[src/shared/sms_pkg.sv]
// Package: shared constants and types of the serial peripheral controller
package sms_pkg;
   // ************************************************************
   // Register addresses and reset values
   // ************************************************************
   localparam logic [7:0] ADDR_CFG   = 8'h9a;
   localparam logic [7:0] ADDR_DATA  = 8'h9b;
   localparam logic [7:0] ADDR_CKR   = 8'h9d;
   localparam logic [7:0] ADDR_CTRL  = 8'hf8;
   localparam logic [7:0] CFG_RESET  = 8'h07;
   localparam logic [7:0] CTRL_RESET = 8'h00;
   localparam logic [7:0] CKR_RESET  = 8'h00;
   localparam logic [7:0] DATA_RESET = 8'h00;

   // ************************************************************
   // Field positions
   // ************************************************************
   localparam int CFG_PHASE  = 7;
   localparam int CFG_POL    = 6;
   localparam int CFG_BC_LSB = 3;
   localparam int CFG_FS_LSB = 0;
   localparam int CTL_DONE   = 7;
   localparam int CTL_WRITE_COLLISION_FLAG   = 6;
   localparam int CTL_MODE_FAULT_FLAG   = 5;
   localparam int CTL_OVRN   = 4;
   localparam int CTL_BUSY   = 3;
   localparam int CTL_SEL    = 2;
   localparam int CTL_MST    = 1;
   localparam int CTL_EN     = 0;

   // ************************************************************
   // Sizes
   // ************************************************************
   localparam int WORD_W     = 8;
   localparam int FIFO_DEPTH = 32;
   localparam int PIN_W      = 4;
   localparam logic [7:0] WORD_MASK = 8'hff;

   // Pin inputs, sampled together through one synchroniser
   typedef struct packed {
      logic ssn;
      logic sck;
      logic mosi;
      logic miso;
   } sms_pins_t;
   localparam sms_pins_t PINS_IDLE = '{ssn: 1'b1, sck: 1'b0, mosi: 1'b0, miso: 1'b0};

   // Sticky event flags
   typedef struct packed {
      logic done;
      logic write_collision_flag;
      logic mode_fault_flag;
      logic ovrn;
   } sms_flags_t;

   typedef enum logic [1:0] {
      ST_IDLE   = 2'b00,
      ST_MSHIFT = 2'b01,
      ST_SLAVE  = 2'b10
   } sms_state_t;
endpackage

[src/design/sms_ctrl.sv]
// Serial peripheral controller: registers, master and slave engines
// Contract
// [RULE1] Master data write starts transfer immediately
// [RULE2] Transfer end sets done flag, interrupt
// [RULE3] Frame size code selects 1 to 8 bits
// [RULE4] Receive shifts in while transmitting
// [RULE5] Most significant bit goes first
// [RULE6] Write while busy dropped, collision flagged
// [RULE7] Full receive buffer drops word, overrun
// [RULE8] Slave done when select returns high
// [RULE9] External master selects low, clocks data
// [RULE10] Slave word written before next transfer
// [RULE11] Unselected slave releases its output
// [RULE12] Select low as master: fault, go offline
// [RULE13] Selected status mirrors select pin low
// [RULE14] Software checks select before becoming master
// [RULE15] Phase picks first or second sample edge
// [RULE16] Polarity sets clock idle level
// [RULE17] Both ends share phase and polarity
// [RULE18] Rate register used only as master
// [RULE19] Clock is half sysclk over rate+1
// [RULE20] Bit count shows latest bit moved
// [RULE21] Busy flag follows master transfer
// [RULE22] Event flags cleared only by software
// [RULE23] Enable and master bits select role
`timescale 1ns/1ps
module sms_ctrl
   import sms_pkg::*;
(
   input  wire logic        ref_clk,       // 25 MHz system clock
   input  wire logic        rst_b,         // async reset, active low
   input  wire logic [7:0]  reg_addr,      // register address
   input  wire logic [7:0]  reg_wdata,     // write data
   input  wire logic        reg_we,        // write strobe
   input  wire logic        reg_re,        // read strobe
   output logic      [7:0]  reg_rdata,     // read data, one cycle later
   output logic             irq_req,       // any event flag set
   input  wire logic        slave_select_n,// select pin, active low
   input  wire logic        sck_in,        // clock pin level
   output logic             sck_out,       // clock pin drive
   output logic             sck_oe,        // clock pin enable
   input  wire logic        mosi_in,       // master-out pin level
   output logic             mosi_out,      // master-out drive
   output logic             mosi_oe,       // master-out enable
   input  wire logic        miso_in,       // master-in pin level
   output logic             miso_out,      // master-in drive
   output logic             miso_oe        // master-in enable
);
   import sms_pkg::*;

   // ************************************************************
   // Declarations
   // ************************************************************
   sms_pins_t  pins_raw, pins;
   sms_state_t state, next_state;
   sms_flags_t flags, next_flags;
   logic       block_enable, next_block_enable;
   logic       master_enable, next_master_enable;
   logic       clock_phase, next_clock_phase;
   logic       clock_polarity, next_clock_polarity;
   logic [2:0] frame_size, next_frame_size;
   logic [7:0] clock_rate, next_clock_rate;
   logic [2:0] bit_count, next_bit_count;
   logic [7:0] shreg, next_shreg;
   logic [7:0] div_cnt, next_div_cnt;
   logic [3:0] edge_cnt, next_edge_cnt;
   logic [2:0] samp_cnt, next_samp_cnt;
   logic       sck_q, next_sck_q;
   logic       mosi_q, next_mosi_q;
   logic       miso_q, next_miso_q;
   logic       sck_prev, ssn_prev;
   logic [7:0] rdata_q, next_rdata_q;
   logic       wr_data, wr_ctrl, wr_cfg, wr_ckr, rd_data;
   logic       busy, tick, last_edge, sample_edge;
   logic       s_edge, s_lead, s_sample, s_shift;
   logic       mode_fault_flag_cond, rx_push, fifo_ready, fifo_valid;
   logic [7:0] rx_word, fifo_head;

   // ************************************************************
   // Pin synchroniser and receive buffer
   // ************************************************************
   assign pins_raw = '{ssn: slave_select_n, sck: sck_in, mosi: mosi_in, miso: miso_in};

   sms_sync #(.W(PIN_W), .INIT(PINS_IDLE)) u_sync (
      .ref_clk  (ref_clk),
      .rst_b    (rst_b),
      .async_in (pins_raw),
      .filt_out (pins)
   );

   // Reading the data register pops the oldest received word
   sms_fifo #(.WIDTH(WORD_W), .DEPTH(FIFO_DEPTH)) u_fifo (
      .ref_clk   (ref_clk),
      .rst_b     (rst_b),
      .in_valid  (rx_push),
      .in_ready  (fifo_ready),
      .in_data   (rx_word),
      .out_valid (fifo_valid),
      .out_ready (rd_data),
      .out_data  (fifo_head)
   );

   // ************************************************************
   // Decode and combinational helpers
   // ************************************************************
   assign wr_data     = reg_we && (reg_addr == ADDR_DATA);
   assign wr_ctrl     = reg_we && (reg_addr == ADDR_CTRL);
   assign wr_cfg      = reg_we && (reg_addr == ADDR_CFG);
   assign wr_ckr      = reg_we && (reg_addr == ADDR_CKR);
   assign rd_data     = reg_re && (reg_addr == ADDR_DATA);
   assign busy        = (state != ST_IDLE);
   assign tick        = (state == ST_MSHIFT) && (div_cnt == clock_rate); // [RULE19] [RULE18]
   assign last_edge   = (edge_cnt == {frame_size, 1'b1}); // [RULE3]
   assign sample_edge = (edge_cnt[0] == clock_phase); // [RULE15]
   assign mode_fault_flag_cond   = block_enable && master_enable && !pins.ssn; // [RULE12]
   // Slave edges seen on the filtered clock, never on a raw stage
   assign s_edge      = (pins.sck != sck_prev);
   assign s_lead      = s_edge && (pins.sck != clock_polarity);
   assign s_sample    = clock_phase ? (s_edge && !s_lead) : s_lead; // [RULE15]
   assign s_shift     = clock_phase ? s_lead : (s_edge && !s_lead);

   // ************************************************************
   // Transfer engine
   // ************************************************************
   always_comb begin
      next_state     = state;
      next_shreg     = shreg;
      next_div_cnt   = div_cnt;
      next_edge_cnt  = edge_cnt;
      next_samp_cnt  = samp_cnt;
      next_bit_count = bit_count;
      next_sck_q     = sck_q;
      next_mosi_q    = mosi_q;
      next_miso_q    = miso_q;
      rx_push        = 1'b0;
      rx_word        = shreg;
      unique case (state)
         ST_IDLE: begin
            next_sck_q = clock_polarity; // [RULE16]
            if (wr_data) begin
               next_shreg = reg_wdata; // [RULE10]
            end
            if (wr_data && block_enable && master_enable && !mode_fault_flag_cond) begin
               next_state    = ST_MSHIFT; // [RULE1]
               next_mosi_q   = reg_wdata[WORD_W-1]; // [RULE5]
               next_div_cnt  = 8'h00;
               next_edge_cnt = 4'h0;
               next_samp_cnt = 3'h0;
            end else if (block_enable && !master_enable && !pins.ssn && ssn_prev) begin
               // Word in the shift register now is what the master gets
               next_state    = ST_SLAVE; // [RULE10]
               next_samp_cnt = 3'h0;
               next_miso_q   = shreg[WORD_W-1]; // [RULE5]
            end
         end
         ST_MSHIFT: begin
            next_div_cnt = tick ? 8'h00 : div_cnt + 8'h01;
            if (!block_enable || !master_enable) begin
               next_state = ST_IDLE;
            end else if (tick) begin
               next_sck_q    = !sck_q;
               next_edge_cnt = edge_cnt + 4'h1;
               if (sample_edge) begin
                  next_shreg     = {shreg[WORD_W-2:0], pins.miso}; // [RULE4] [RULE5]
                  next_bit_count = samp_cnt; // [RULE20]
                  next_samp_cnt  = samp_cnt + 3'h1;
               end else begin
                  next_mosi_q = shreg[WORD_W-1]; // [RULE5]
               end
               if (last_edge) begin
                  next_state = ST_IDLE; // [RULE21]
                  rx_push    = 1'b1; // [RULE4]
                  // Second-edge sampling takes its last bit on this very edge
                  rx_word    = next_shreg & (WORD_MASK >> (3'd7 - frame_size)); // [RULE3]
               end
            end
         end
         ST_SLAVE: begin
            if (!block_enable || master_enable) begin
               next_state = ST_IDLE;
            end else if (pins.ssn) begin
               next_state = ST_IDLE; // [RULE8]
               rx_push    = 1'b1;
            end else if (s_sample) begin
               next_shreg     = {shreg[WORD_W-2:0], pins.mosi}; // [RULE5]
               next_bit_count = samp_cnt; // [RULE20]
               next_samp_cnt  = samp_cnt + 3'h1;
            end else if (s_shift) begin
               next_miso_q = shreg[WORD_W-1];
            end
         end
         default: begin
            next_state = ST_IDLE;
         end
      endcase
   end

   always_ff @(posedge ref_clk or negedge rst_b) begin
      if (!rst_b) begin
         state     <= ST_IDLE;
         shreg     <= DATA_RESET;
         div_cnt   <= 8'h00;
         edge_cnt  <= 4'h0;
         samp_cnt  <= 3'h0;
         bit_count <= CFG_RESET[CFG_BC_LSB+:3];
         sck_q     <= CFG_RESET[CFG_POL];
         mosi_q    <= 1'b0;
         miso_q    <= 1'b0;
         sck_prev  <= PINS_IDLE.sck;
         ssn_prev  <= PINS_IDLE.ssn;
      end else begin
         state     <= next_state;
         shreg     <= next_shreg;
         div_cnt   <= next_div_cnt;
         edge_cnt  <= next_edge_cnt;
         samp_cnt  <= next_samp_cnt;
         bit_count <= next_bit_count;
         sck_q     <= next_sck_q;
         mosi_q    <= next_mosi_q;
         miso_q    <= next_miso_q;
         sck_prev  <= pins.sck;
         ssn_prev  <= pins.ssn;
      end
   end

   // ************************************************************
   // Registers and flags
   // ************************************************************
   // Hardware sets win over a software clear in the same cycle
   always_comb begin
      next_flags          = flags;
      next_block_enable   = block_enable;
      next_master_enable  = master_enable;
      next_clock_phase    = clock_phase;
      next_clock_polarity = clock_polarity;
      next_frame_size     = frame_size;
      next_clock_rate     = clock_rate;
      next_rdata_q        = 8'h00;
      if (wr_ctrl) begin
         next_flags         = '{done: reg_wdata[CTL_DONE], write_collision_flag: reg_wdata[CTL_WRITE_COLLISION_FLAG],
                                mode_fault_flag: reg_wdata[CTL_MODE_FAULT_FLAG], ovrn: reg_wdata[CTL_OVRN]}; // [RULE22]
         next_block_enable  = reg_wdata[CTL_EN]; // [RULE23]
         next_master_enable = reg_wdata[CTL_MST]; // [RULE23]
      end
      if (wr_cfg) begin
         // Changing phase or polarity mid-transfer corrupts the word
         next_clock_phase    = reg_wdata[CFG_PHASE]; // [RULE17]
         next_clock_polarity = reg_wdata[CFG_POL];
         next_frame_size     = reg_wdata[CFG_FS_LSB+:3];
      end
      if (wr_ckr) begin
         next_clock_rate = reg_wdata;
      end
      if (rx_push) begin
         next_flags.done = 1'b1; // [RULE2] [RULE8]
      end
      if (wr_data && busy) begin
         next_flags.write_collision_flag = 1'b1; // [RULE6]
      end
      if (rx_push && !fifo_ready) begin
         next_flags.ovrn = 1'b1; // [RULE7]
      end
      if (mode_fault_flag_cond) begin
         next_flags.mode_fault_flag    = 1'b1; // [RULE12]
         next_block_enable  = 1'b0;
         next_master_enable = 1'b0;
      end
      if (reg_re) begin
         unique case (reg_addr)
            ADDR_CTRL: next_rdata_q = {flags.done, flags.write_collision_flag, flags.mode_fault_flag, flags.ovrn,
                                       (state == ST_MSHIFT), !pins.ssn,
                                       master_enable, block_enable}; // [RULE13] [RULE21] [RULE14]
            ADDR_CFG:  next_rdata_q = {clock_phase, clock_polarity, bit_count, frame_size};
            ADDR_CKR:  next_rdata_q = clock_rate;
            ADDR_DATA: next_rdata_q = fifo_valid ? fifo_head : 8'h00;
            default:   next_rdata_q = 8'h00;
         endcase
      end
   end

   always_ff @(posedge ref_clk or negedge rst_b) begin
      if (!rst_b) begin
         flags          <= '{done: CTRL_RESET[CTL_DONE], write_collision_flag: CTRL_RESET[CTL_WRITE_COLLISION_FLAG],
                             mode_fault_flag: CTRL_RESET[CTL_MODE_FAULT_FLAG], ovrn: CTRL_RESET[CTL_OVRN]};
         block_enable   <= CTRL_RESET[CTL_EN];
         master_enable  <= CTRL_RESET[CTL_MST];
         clock_phase    <= CFG_RESET[CFG_PHASE];
         clock_polarity <= CFG_RESET[CFG_POL];
         frame_size     <= CFG_RESET[CFG_FS_LSB+:3];
         clock_rate     <= CKR_RESET;
         rdata_q        <= 8'h00;
      end else begin
         flags          <= next_flags;
         block_enable   <= next_block_enable;
         master_enable  <= next_master_enable;
         clock_phase    <= next_clock_phase;
         clock_polarity <= next_clock_polarity;
         frame_size     <= next_frame_size;
         clock_rate     <= next_clock_rate;
         rdata_q        <= next_rdata_q;
      end
   end

   // ************************************************************
   // Outputs
   // ************************************************************
   assign reg_rdata = rdata_q;
   assign irq_req   = flags.done | flags.write_collision_flag | flags.mode_fault_flag | flags.ovrn; // [RULE2]
   assign sck_out   = sck_q;
   assign mosi_out  = mosi_q;
   assign miso_out  = miso_q;
   assign sck_oe    = block_enable && master_enable; // [RULE23]
   assign mosi_oe   = block_enable && master_enable;
   assign miso_oe   = (state == ST_SLAVE) && !pins.ssn; // [RULE11]
endmodule // sms_ctrl

[src/design/sms_sync.sv]
// Three-stage pin synchroniser with agreement filter
`timescale 1ns/1ps
module sms_sync #(
   parameter int             W    = 4,
   parameter logic [W-1:0]   INIT = '0
) (
   input  wire logic         ref_clk,  // system clock
   input  wire logic         rst_b,    // async reset, active low
   input  wire logic [W-1:0] async_in, // raw pin levels
   output logic      [W-1:0] filt_out  // filtered levels
);
   // ************************************************************
   // One chain per bit
   // ************************************************************
   genvar g;
   generate
      for (g = 0; g < W; g++) begin : g_bit
         logic s1, s2, s3, q;
         logic next_q;
         // A change counts only once stages two and three agree
         always_comb begin
            next_q = (s2 == s3) ? s3 : q;
         end
         always_ff @(posedge ref_clk or negedge rst_b) begin
            if (!rst_b) begin
               s1 <= INIT[g];
               s2 <= INIT[g];
               s3 <= INIT[g];
               q  <= INIT[g];
            end else begin
               s1 <= async_in[g];
               s2 <= s1;
               s3 <= s2;
               q  <= next_q;
            end
         end
         assign filt_out[g] = q;
      end
   endgenerate
endmodule // sms_sync

[src/design/sms_fifo.sv]
// Receive word FIFO with valid/ready on both sides
`timescale 1ns/1ps
module sms_fifo #(
   parameter int WIDTH = 8,
   parameter int DEPTH = 32
) (
   input  wire logic             ref_clk,   // system clock
   input  wire logic             rst_b,     // async reset, active low
   input  wire logic             in_valid,  // word offered
   output logic                  in_ready,  // room for a word
   input  wire logic [WIDTH-1:0] in_data,   // word in
   output logic                  out_valid, // word waiting
   input  wire logic             out_ready, // reader takes word
   output logic      [WIDTH-1:0] out_data   // oldest word
);
   localparam int AW = $clog2(DEPTH);
   logic [WIDTH-1:0] mem [DEPTH];
   logic [AW-1:0]    wr_ptr, rd_ptr, next_wr_ptr, next_rd_ptr;
   logic [AW:0]      count, next_count;
   logic             push, pop;

   // ************************************************************
   // Pointers and fill level
   // ************************************************************
   assign in_ready  = (count != (AW+1)'(DEPTH));
   assign out_valid = (count != '0);
   assign out_data  = mem[rd_ptr];

   always_comb begin
      push        = in_valid && in_ready;
      pop         = out_valid && out_ready;
      next_wr_ptr = push ? AW'((wr_ptr + 1'b1) % DEPTH) : wr_ptr;
      next_rd_ptr = pop ? AW'((rd_ptr + 1'b1) % DEPTH) : rd_ptr;
      next_count  = count + (AW+1)'(push) - (AW+1)'(pop);
   end

   always_ff @(posedge ref_clk or negedge rst_b) begin
      if (!rst_b) begin
         wr_ptr <= '0;
         rd_ptr <= '0;
         count  <= '0;
      end else begin
         wr_ptr <= next_wr_ptr;
         rd_ptr <= next_rd_ptr;
         count  <= next_count;
      end
   end

   // Storage has no reset; only written words are ever read
   always_ff @(posedge ref_clk) begin
      if (push) begin
         mem[wr_ptr] <= in_data;
      end
   end
endmodule // sms_fifo

[config.mk]
export PLATFORM = sky130hd
export DESIGN_NAME = sms_ctrl
export DESIGN_NICKNAME = d
export VERILOG_FILES = /design/src/shared/sms_pkg.sv /design/src/design/sms_ctrl.sv /design/src/design/sms_sync.sv /design/src/design/sms_fifo.sv
export SDC_FILE = /design/constraint.sdc
export NUM_CORES = 1
export LEC_CHECK = 0
export BUFFER_PORTS_ARGS = -buffer_cell sky130_fd_sc_hd__buf_2
export CAP_MARGIN = 0
export CORE_ASPECT_RATIO = 1.4
export CORE_UTILIZATION = 50
export DETAILED_ROUTE_END_ITERATION = 7
export PLACE_DENSITY = 0.66
export SYNTH_ARGS = -nofsm -noshare
export SYNTH_HDL_FRONTEND = slang
export SYNTH_HIERARCHICAL = 1
export SYNTH_SLANG_ARGS = --single-unit
[constraint.sdc]
create_clock -name ref_clk -period 4.82 [get_ports ref_clk]
set_input_delay 0.241 -clock ref_clk [delete_from_list [all_inputs] [get_ports ref_clk]]
set_output_delay 0.241 -clock ref_clk [all_outputs]
set_load 0.01 [all_outputs]
==> results.json, run 1 <==
{
  "outcome": "finished clean",
  "maxCapViolations": 0,
  "die_w_um": 148,
  "p_leak_nw": 6.00,
  "numCtsBuffers": 35,
  "antenna_cells": 0,
  "r2r_start": "state[1]",
  "synth-simple-area-share_pct": 7.07,
  "synth.area.top_cells": "edfxtp_1 51%, dfrtp_1 14%, mux4_2 9.6%",
  "whs_path_depth": 3,
  "detailed_place_hpwl_um": 22900,
  "die_y_um": 207,
  "syn_nets": 969,
  "synth_top_family_by_area": "multiplexers",
  "drt-total-wl_um": 33900,
  "async_flop_share_pct": 26.4,
  "rows": 74,
  "ir_worst_vdd_mv": 0.239,
  "ioPinCount": 39,
  "ys_warn_count": 6,
  "worst_path_largest_cell_delay_ns": 0.88,
  "finalHoldViolCount": 0,
  "synthMostInstantiatedCell": "edfxtp_1",
  "post_drt_wl_per_cell_um": 24.5,
  "clock_path_buffers": 3,
  "fillCellCount": 2265,
  "synthAdderAreaFrac_pct": 2.19,
  "yosysSeqAreaShare_pct": 66.7,
  "cts.htree.levels": 2,
  "end_kind": "flip-flop",
  "fin_util_pct": 57.3,
  "nets": 1024,
  "cp_cell_sequence": "inv_1 > ha_1 > inv_1 > nor2_1 > nand3_1 > mux2_2",
  "yosys-top-cells-count": "256 x edfxtp_1, 84 x dfrtp_1, 72 x nor2_1",
  "worstMarginPinSlew_ns": 1.00,
  "cts_tree": "built",
  "antenna_found_initial": 0,
  "cp-start-kind": "flip-flop",
  "syn_inst": 923,
  "maxSlewHeadroom_pct": 32.3,
  "rsz0062_at_grt": "no",
  "grt_pass1_wl_um": 52200,
  "crit_family": "multiplexers",
  "cp_data_arrival_time_ns": 3.90,
  "viasPerCell": 6.21,
  "grt_usage_pct": 23.2,
  "reg2reg_to": "u_fifo/mem[31][0]",
  "ant_nets": 0,
  "clk_latency_ns": 0.52,
  "first_iter_violations": 627,
  "tns_ns": 0,
  "post-route-min-period_ns": 3.68,
  "drive_gt1_share_pct": 25.2,
  "synthMuxAreaShare_pct": 13.2,
  "worst-setup-path-type": "flip-flop to flip-flop",
  "syn_area_per_cell_um2": 16.2,
  "synth_top_area_share_pct": 51.3,
  "drcViolationCount": 0,
  "synth_compound_area_share_pct": 6.91,
  "hold_start": "reg_wdata[4]",
  "crit_fanout": 32,
  "critical_path.most_common_cell": "inv_1",
  "synth-main-ff-cell": "edfxtp_1",
  "grt_pass1_vias": 8621,
  "core-area_mm2": 0.0294,
  "fin_crit_sh_pct": 76.4,
  "maxSlewViolCount": 0,
  "place.gp.congestion": 0.964,
  "ff2ff_path_depth": 6,
  "setup_viol": 0,
  "cts.reportedPaths.clkPinSlew_ns": 0.06,
  "synth_seq_cells": 348,
  "required_ns": 5.03,
  "critPathSlowestCell": "mux2_2",
  "r2r_slack_ns": 1.14,
  "overflow": 0,
  "synth-xor-area-share_pct": 1.51,
  "crit_buf_inv": 2,
  "drtPass1Iterations": 7,
  "clockRootBuffer": "clkbuf_16",
  "die-area_mm2": 0.0307,
  "port-buffer-count": 38,
  "synth.distinct_cells": 74,
  "area_growth_pct": 12.2,
  "min_to": "flags[0]",
  "vias": 8598,
  "clock_sinks": 348,
  "skew_ns": 0.0146,
  "hold_class": "input pin to flip-flop",
  "powerDensity_mw_per_mm2": 447,
  "grt_max_degree": 65,
  "initial_core_util_pct": 51.1,
  "yosys.area.top_type": "edfxtp_1",
  "synth_area_mm2": 0.0150,
  "synth-edff-count": 256,
  "fmax_mhz": 272,
  "ctsResizeCount": 0
}
sequential cells by signal (all words and copies together), names as in the netlist, 5 cells and up:
register	cells
u_fifo/rd_ptr	5
clock_rate	8
u_fifo/mem	256
reg_rdata	8
u_fifo/count	6
u_fifo/wr_ptr	5
div_cnt	8
shreg	8
where the power goes:
| group | internal (mW) | total (mW) | switching (mW) |
|---|---|---|---|
| clock | 1.61 | 2.71 | 1.10 |
| combinational | 0.355 | 1.04 | 0.688 |
| sequential | 3.64 | 3.77 | 0.132 |
| total | 5.60 | 7.53 | 1.92 |
through the flow:
| stage | setup WS (ns) | instance area [um^2] | cells | power [mW] | hold slack, ns |
|---|---|---|---|---|---|
| 2_1_floorplan | 1.45 | 15000 | 923 | 4.45 | -0.0546 |
| 3_3_place_gp | 1.17 | 15600 | 1316 | 4.85 | 0.335 |
| 3_5_place_dp | 1.14 | 15600 | 1316 | 4.88 | 0.340 |
| 4_1_cts | 1.13 | 16800 | 1384 | 7.59 | 0.0206 |
| 5_1_grt | 0.851 | 16800 | 1384 | 7.82 | 0.0389 |
| 6_report | 1.14 | 16800 | 1384 | 7.53 | 0.0396 |
cells by family (layout without fill, tap and decap cells):
logic type / Yosys count / count (layout)
AO/OA/AOI/OAI: 151 / 151
XOR/XNOR: 25 / 25
adder cells (fa/ha/maj): 26 / 26
buffers and inverters: 73 / 154
flip-flops: 348 / 348
multiplexers: 110 / 110
AND/OR/NAND/NOR: 190 / 190
how the worst max path moves through the flow:
stage	start	cells after the start	endpoint	slack (ns)
floorplan	state[1]	8	u_fifo/mem[0][1]	1.45
global placement	state[1]	14	u_fifo/count[4]	1.17
detailed placement	state[1]	14	u_fifo/count[4]	1.14
CTS	state[1]	14	u_fifo/count[4]	1.13
global route	state[1]	14	u_fifo/count[4]	0.85
finish	state[1]	6	u_fifo/mem[31][0]	1.14
per-layer routing:
layer  track usage, %  up-vias  routed length (um)
li1                 -     3752                   -
met1             27.6     4461               12700
met2             41.3      303               17800
met3             4.20       82                1970
met4             10.3        0                1480
met5                0        -                   0
worst reg2reg max path: cells and delay by family, from the launching register on:
family	cells	cell delay (ns)
flops	1	0.41
simple gates	2	0.85
mux	1	0.88
buf+inv	2	0.52
fa+ha+maj	1	0.70
layout make-up:
class,instances,area (um^2),share of cell area [%]
well taps,380,475,2.83
flip-flops and latches,348,10000,59.5
clock buffers,46,991,5.89
inverters,27,101,0.602
repair buffers,64,425,2.53
clock inverters,17,158,0.937
multi-input cells,502,4670,27.8
cell usage in the layout (no fill, tap or decap), types with 11 or more instances in the layout:
cell type	n
a21oi_1	20
a22o_1	14
buf_2	37
buf_4	20
clkbuf_16	38
dfrtp_1	82
edfxtp_1	256
ha_1	21
inv_1	27
mux2_2	28
mux4_2	64
nand2_1	32
nand3_1	14
nor2_1	72
o21ai_0	21
o22ai_1	34
xnor2_1	11
xor2_1	13
timing repair:
item,4_1_cts,5_1_grt
buffers inserted,0,0
endpoints found under the hold margin,64,0
hold buffers,5,0
Power figures use the tool's default switching activity.
==> inputs of run 2 (changes only) <==
Settings changed: ABC_AREA set to 1.
Clock period 4.82 ns to 3.8 ns, I/O delays scaled along.
==> run 2 against run 1 <==
  * Combinational power increased by 84%
  * Sequential power increased by 25%
  * Critical endpoint is now u_fifo/mem[2][3]
  * Non-clock buffer count increased by 17
  * Largest power group unchanged
  * Wire length increased by 12%
  * Largest cell class unchanged
==> results.json, run 2 <==
{
  "place.gp.congestion": 0.967,
  "worstMarginPinSlew_ns": 0.900,
  "multiInputGateArea_mm2": 0.00497,
  "r2r_slack_ns": 0.63,
  "synth_area_mm2": 0.0157,
  "antenna_cells": 0,
  "seq_area_mm2": 0.0100,
  "syn_inst": 1576,
  "fin_crit_sh_pct": 83.4,
  "grt_usage_pct": 24.1,
  "drive_gt1_share_pct": 9.95,
  "die-area_mm2": 0.0322,
  "maxSlewHeadroom_pct": 39.6,
  "outcome": "finished clean",
  "critical_path.most_common_cell": "nand2_1",
  "cp_cell_sequence": "inv_1 > ha_1 > nand3_1 > nand2_1 > nand2_1 > inv_1 > nand2_1 > inv_1 > nand2_1 > nor2_1",
  "hold_class": "input pin to flip-flop",
  "grt_max_degree": 131,
  "fin_area_mm2": 0.0176,
  "powerDensity_mw_per_mm2": 579,
  "clk_latency_ns": 0.53,
  "async_flop_share_pct": 26.4,
  "rsz0062_at_grt": "no",
  "layout_common_cells": "535 x nand2_1, 256 x edfxtp_1, 234 x nand3_1",
  "synth_seq_cells": 348,
  "clock_path_buffers": 3,
  "syn_nets": 1622,
  "cp_data_arrival_time_ns": 3.31,
  "die_w_um": 152,
  "layout_commonest_cell": "nand2_1",
  "numCtsBuffers": 34,
  "reg2reg_to": "u_fifo/mem[2][3]",
  "maxCapViolations": 0,
  "ff2ff_path_depth": 10,
  "crit_fanout": 15,
  "synth-main-ff-cell": "edfxtp_1",
  "worst_path_largest_cell_delay_ns": 0.70,
  "first_iter_violations": 861,
  "overflow": 0,
  "crit_start": "state[0]",
  "setup_viol": 0,
  "clock_sinks": 348,
  "synth.distinct_cells": 45,
  "post-route-min-period_ns": 3.17,
  "core-area_mm2": 0.0309,
  "setup_ws_ns": 0.632,
  "drcViolationCount": 0,
  "fmax_mhz": 316,
  "p_leak_nw": 7.18,
  "fin_hold_ws_ns": 0.0353,
  "top_register": "u_fifo/mem",
  "grt_pass1_wl_um": 58700,
  "worst-setup-path-type": "flip-flop to flip-flop",
  "cp-start-kind": "flip-flop",
  "placed_area_mm2": 0.0163,
  "post_drt_wl_per_cell_um": 18.7,
  "rows": 76,
  "skew_ns": 0.0177,
  "clockRootBuffer": "clkbuf_16",
  "fillCellCount": 2579,
  "endpoint": "u_fifo/mem[2][3]",
  "ir_worst_vdd_mv": 0.410,
  "critPathSlowestCell": "nor2_1",
  "cts_tree": "built",
  "yosys.area.top_type": "edfxtp_1",
  "antenna_found_initial": 0,
  "cts.reportedPaths.clkPinSlew_ns": 0.06,
  "die_y_um": 212,
  "synth.area.top_cells": "edfxtp_1 49%, dfrtp_1 13%, nand2_1 13%",
  "synthMostInstantiatedCell": "nand2_1",
  "viasPerCell": 5.45,
  "area_growth_pct": 11.9,
  "pre_cts_slack_ns": 0.696,
  "ioPinCount": 39,
  "synth_top_area_share_pct": 48.8,
  "required_ns": 3.95,
  "ctsResizeCount": 0,
  "synth-edff-count": 256,
  "maxSlewViolCount": 0,
  "vias": 11100,
  "drt-total-wl_um": 38000,
  "finalHoldViolCount": 0,
  "yosysSeqAreaShare_pct": 63.5,
  "ys_warn_count": 6,
  "tns_ns": 0,
  "postCtsHoldBufs": 13,
  "grt_pass1_vias": 10900,
  "largest_reg_flops": 256,
  "cts_setup_buffers": 0,
  "syn_area_per_cell_um2": 9.99,
  "port-buffer-count": 38,
  "drtPass1Iterations": 7,
  "r2r_start": "state[0]",
  "initial_core_util_pct": 50.9,
  "fin_util_pct": 57.0,
  "detailed_place_hpwl_um": 24900,
  "ant_nets": 0,
  "yosys-top-cells-count": "535 x nand2_1, 256 x edfxtp_1, 234 x nand3_1",
  "end_kind": "flip-flop",
  "nets": 1660,
  "cts.htree.levels": 2
}
## run 2: through the flow
step                      total power [mW]  std cells
after floorplan                       5.95       1576
after global placement                6.64       1955
after detailed placement              6.69       1955
after CTS                             10.3       2028
after global routing                  10.6       2028
final                                 10.2       2028
## run 2: power breakdown
group / leakage [nW] / internal [mW] / switching [mW]
clock: 0.587 / 2.16 / 1.42
combinational: 3.11 / 0.526 / 1.38
sequential: 3.48 / 4.57 / 0.131
total: 7.18 / 7.26 / 2.94
## run 2: cell families after synthesis
logic type / Yosys count / share of synthesized area [%]
fa+ha+maj: 22 / 1.80
simple gates: 894 / 24.2
flops: 348 / 63.5
compound gates: 113 / 4.24
mux: 1 / 0.0715
buf+inv: 175 / 4.91
xor+xnor: 23 / 1.28
## run 2: layout make-up
cell class	instances	area share (%)
Tap cell	390	2.77
Sequential cell	348	56.8
Clock buffer	35	4.97
Timing Repair Buffer	81	3.40
Clock inverter	25	1.78
Inverter	96	2.05
Multi-Input combinational cell	1053	28.2
## run 2: worst min-delay path by stage
stage                         startpoint                 end  slack, ns  cells past startpoint
after floorplan                    rst_b        bit_count[0]      -0.11                      0
after global placement    slave_select_n  u_sync/g_bit[3].s1       0.30                      1
after detailed placement  slave_select_n  u_sync/g_bit[3].s1       0.30                      1
after CTS                   reg_wdata[4]       clock_rate[4]       0.01                      3
after global routing        reg_wdata[4]            flags[0]       0.04                      3
final                       reg_wdata[4]       clock_rate[4]       0.04                      3
## run 2: layer usage
layer | part of all wire [%] | wire length, um | track usage [%] | vias to the layer above
li1 | - | - | - | 5384
met2 | 54 | 20500 | 46.1 | 330
met1 | 38 | 14300 | 26.7 | 5251
met3 | 4.7 | 1770 | 2.68 | 87
met4 | 3.8 | 1450 | 11.1 | 0
met5 | 0 | 0 | 0 | -
## run 2: critical path, delay by kind of cell (launching register included)
family,cells,cell delay [ns]
adder cells (fa/ha/maj),1,0.51
AND/OR/NAND/NOR,6,1.49
flip-flops,1,0.41
buffers and inverters,3,0.38
==> inputs of run 3 (changes only) <==
Settings changed: ABC_AREA 1 to 0, PLACE_DENSITY 0.66 to 0.69.
Clock period 3.8 ns to 2.9 ns, I/O delays scaled along.
==> run 3 against run 2 <==
  * The flow now finishes with violations (negative setup slack)
  * Global-route usage shrank 0.67 points
  * Clock power grew 22%
  * Sequential power grew 32%
  * Final cell count shrank 27%
  * Clock-buffer cell count grew 3
  * Total power grew 24%
  * Clock skew grew 0.0022 ns
  * Sequential cell count is the same
  * Setup slack lost 0.72 ns
  * Final area grew 1.1%
  * Wire length shrank 8.5%
  * Maximum frequency grew 5.9%
  * Largest cell class unchanged
  * Largest power group unchanged
==> results.json, run 3 (synthesis gave the netlist of run 1 again) <==
{
  "clock_path_buffers": 3,
  "antenna_cells": 0,
  "ant_nets": 0,
  "antenna_found_initial": 0,
  "r2r_slack_ns": -0.09,
  "drive_gt1_share_pct": 34.2,
  "whs_path_depth": 2,
  "port-buffer-count": 38,
  "viasPerCell": 5.96,
  "post_drt_wl_per_cell_um": 23.5,
  "ir_worst_vdd_mv": 0.312,
  "fmax_mhz": 334,
  "drt-total-wl_um": 34800,
  "core-area_mm2": 0.0294,
  "layout_common_cells": "256 x edfxtp_1, 94 x buf_4, 82 x dfrtp_1",
  "hold_class": "input pin to flip-flop",
  "placed_area_mm2": 0.0163,
  "reg2reg_to": "u_fifo/mem[23][1]",
  "pre_cts_slack_ns": -0.147,
  "end_kind": "flip-flop",
  "worstMarginPinSlew_ns": 0.828,
  "maxSlewHeadroom_pct": 44.8,
  "grt_max_degree": 62,
  "fin_crit_sh_pct": 103,
  "cts_tree": "built",
  "vias": 8841,
  "detailed_place_hpwl_um": 23200,
  "fillCellCount": 2142,
  "clock_sinks": 348,
  "top_register": "u_fifo/mem",
  "setup_viol": 67,
  "area_growth_pct": 18.8,
  "clockRootBuffer": "clkbuf_16",
  "min_to": "clock_phase",
  "maxSlewViolCount": 0,
  "die-area_mm2": 0.0307,
  "place.gp.congestion": 0.935,
  "layout_commonest_cell": "edfxtp_1",
  "die_y_um": 207,
  "ioPinCount": 39,
  "hold_start": "reg_wdata[7]",
  "largest_reg_flops": 256,
  "p_leak_nw": 6.54,
  "finalHoldViolCount": 0,
  "die_w_um": 148,
  "initial_core_util_pct": 51.1,
  "post-route-min-period_ns": 2.99,
  "nets": 1125,
  "overflow": 0,
  "grt_usage_pct": 23.4,
  "cp-start-kind": "flip-flop",
  "first_iter_violations": 750,
  "required_ns": 3.14,
  "tns_ns": -4.76,
  "grt_pass1_vias": 8760,
  "drtPass1Iterations": 7,
  "outcome": "finished, violations left",
  "crit_fanout": 11,
  "powerDensity_mw_per_mm2": 710,
  "r2r_start": "clock_rate[3]",
  "fin_area_mm2": 0.0178,
  "grt_pass1_wl_um": 52600,
  "fin_hold_ws_ns": 0.0264,
  "setup_ws_ns": -0.0912,
  "rows": 74,
  "drcViolationCount": 0,
  "cp_data_arrival_time_ns": 3.23,
  "cts.htree.levels": 2,
  "maxCapViolations": 0,
  "skew_ns": 0.0199,
  "numCtsBuffers": 35,
  "ff2ff_path_depth": 16,
  "violations": "negative setup slack",
  "worst-setup-path-type": "flip-flop to flip-flop",
  "clk_latency_ns": 0.54,
  "cts.reportedPaths.clkPinSlew_ns": 0.06,
  "rsz0062_at_grt": "yes",
  "fin_util_pct": 60.7
}
==> run 3: final cells by class <==
| type | count | area [um^2] | area share [%] |
|---|---|---|---|
| Inverter | 27 | 104 | 0.583 |
| Tap cell | 380 | 475 | 2.67 |
| Multi-Input combinational cell | 502 | 4790 | 26.9 |
| Timing Repair Buffer | 165 | 1320 | 7.41 |
| Clock inverter | 23 | 229 | 1.29 |
| Clock buffer | 38 | 887 | 4.98 |
| Sequential cell | 348 | 10000 | 56.2 |
==> run 3: worst max-delay path by stage <==
stage | from | end | slack (ns) | cells after the start
after floorplan | edge_cnt[0] | u_fifo/mem[0][5] | -0.45 | 5
after global placement | div_cnt[7] | u_fifo/count[4] | -0.11 | 15
after detailed placement | div_cnt[7] | u_fifo/count[4] | -0.15 | 15
after CTS | clock_rate[4] | u_fifo/count[4] | -0.10 | 15
after global routing | clock_rate[3] | u_fifo/count[4] | -0.20 | 15
final | clock_rate[3] | u_fifo/mem[23][1] | -0.09 | 16
==> run 3: repair_timing <==
| item | CTS | global route |
|---|---|---|
| setup buffers | 9 | 9 |
| endpoints found under the setup margin | 3 | 303 |
| endpoints found under the hold margin | 74 | 0 |
| resized for setup | 13 | 28 |
| hold buffers | 12 | 0 |
| pin swaps | 11 | 13 |
==> run 3: worst max-delay path: stages (launching register included) <==
cell and delay, ns:
dfrtp_1 0.41, xor2_2 0.22, nor4_4 0.35, and3_4 0.26
a31oi_4 0.10, nor2_2 0.13, buf_4 0.12, buf_4 0.08
buf_4 0.09, buf_4 0.10, buf_4 0.09, buf_4 0.09
buf_4 0.09, nand3_1 0.07, buf_6 0.18, nor2_2 0.14
buf_6 0.17
==> run 3: stage by stage <==
step | std cells | power (mW)
2_1_floorplan | 923 | 7.41
3_3_place_gp | 1392 | 8.15
3_5_place_dp | 1392 | 8.25
4_1_cts | 1474 | 12.6
5_1_grt | 1483 | 13.1
6_report | 1483 | 12.6
==> run 3: per-layer routing <==
layer	routed length [um]	GRT usage, %	vias up
met5	0	0	-
met4	1680	10.8	0
met3	1920	3.49	85
met2	17800	40.3	291
met1	13400	29.3	4509
li1	-	-	3956
==> run 3: report_power, final <==
part           internal [mW]  switching (mW)  leakage, nW
Combinational          0.766            1.29         2.44
Sequential              6.04           0.177         3.55
Clock                   2.51            1.86        0.549
Total                   9.31            3.33         6.54
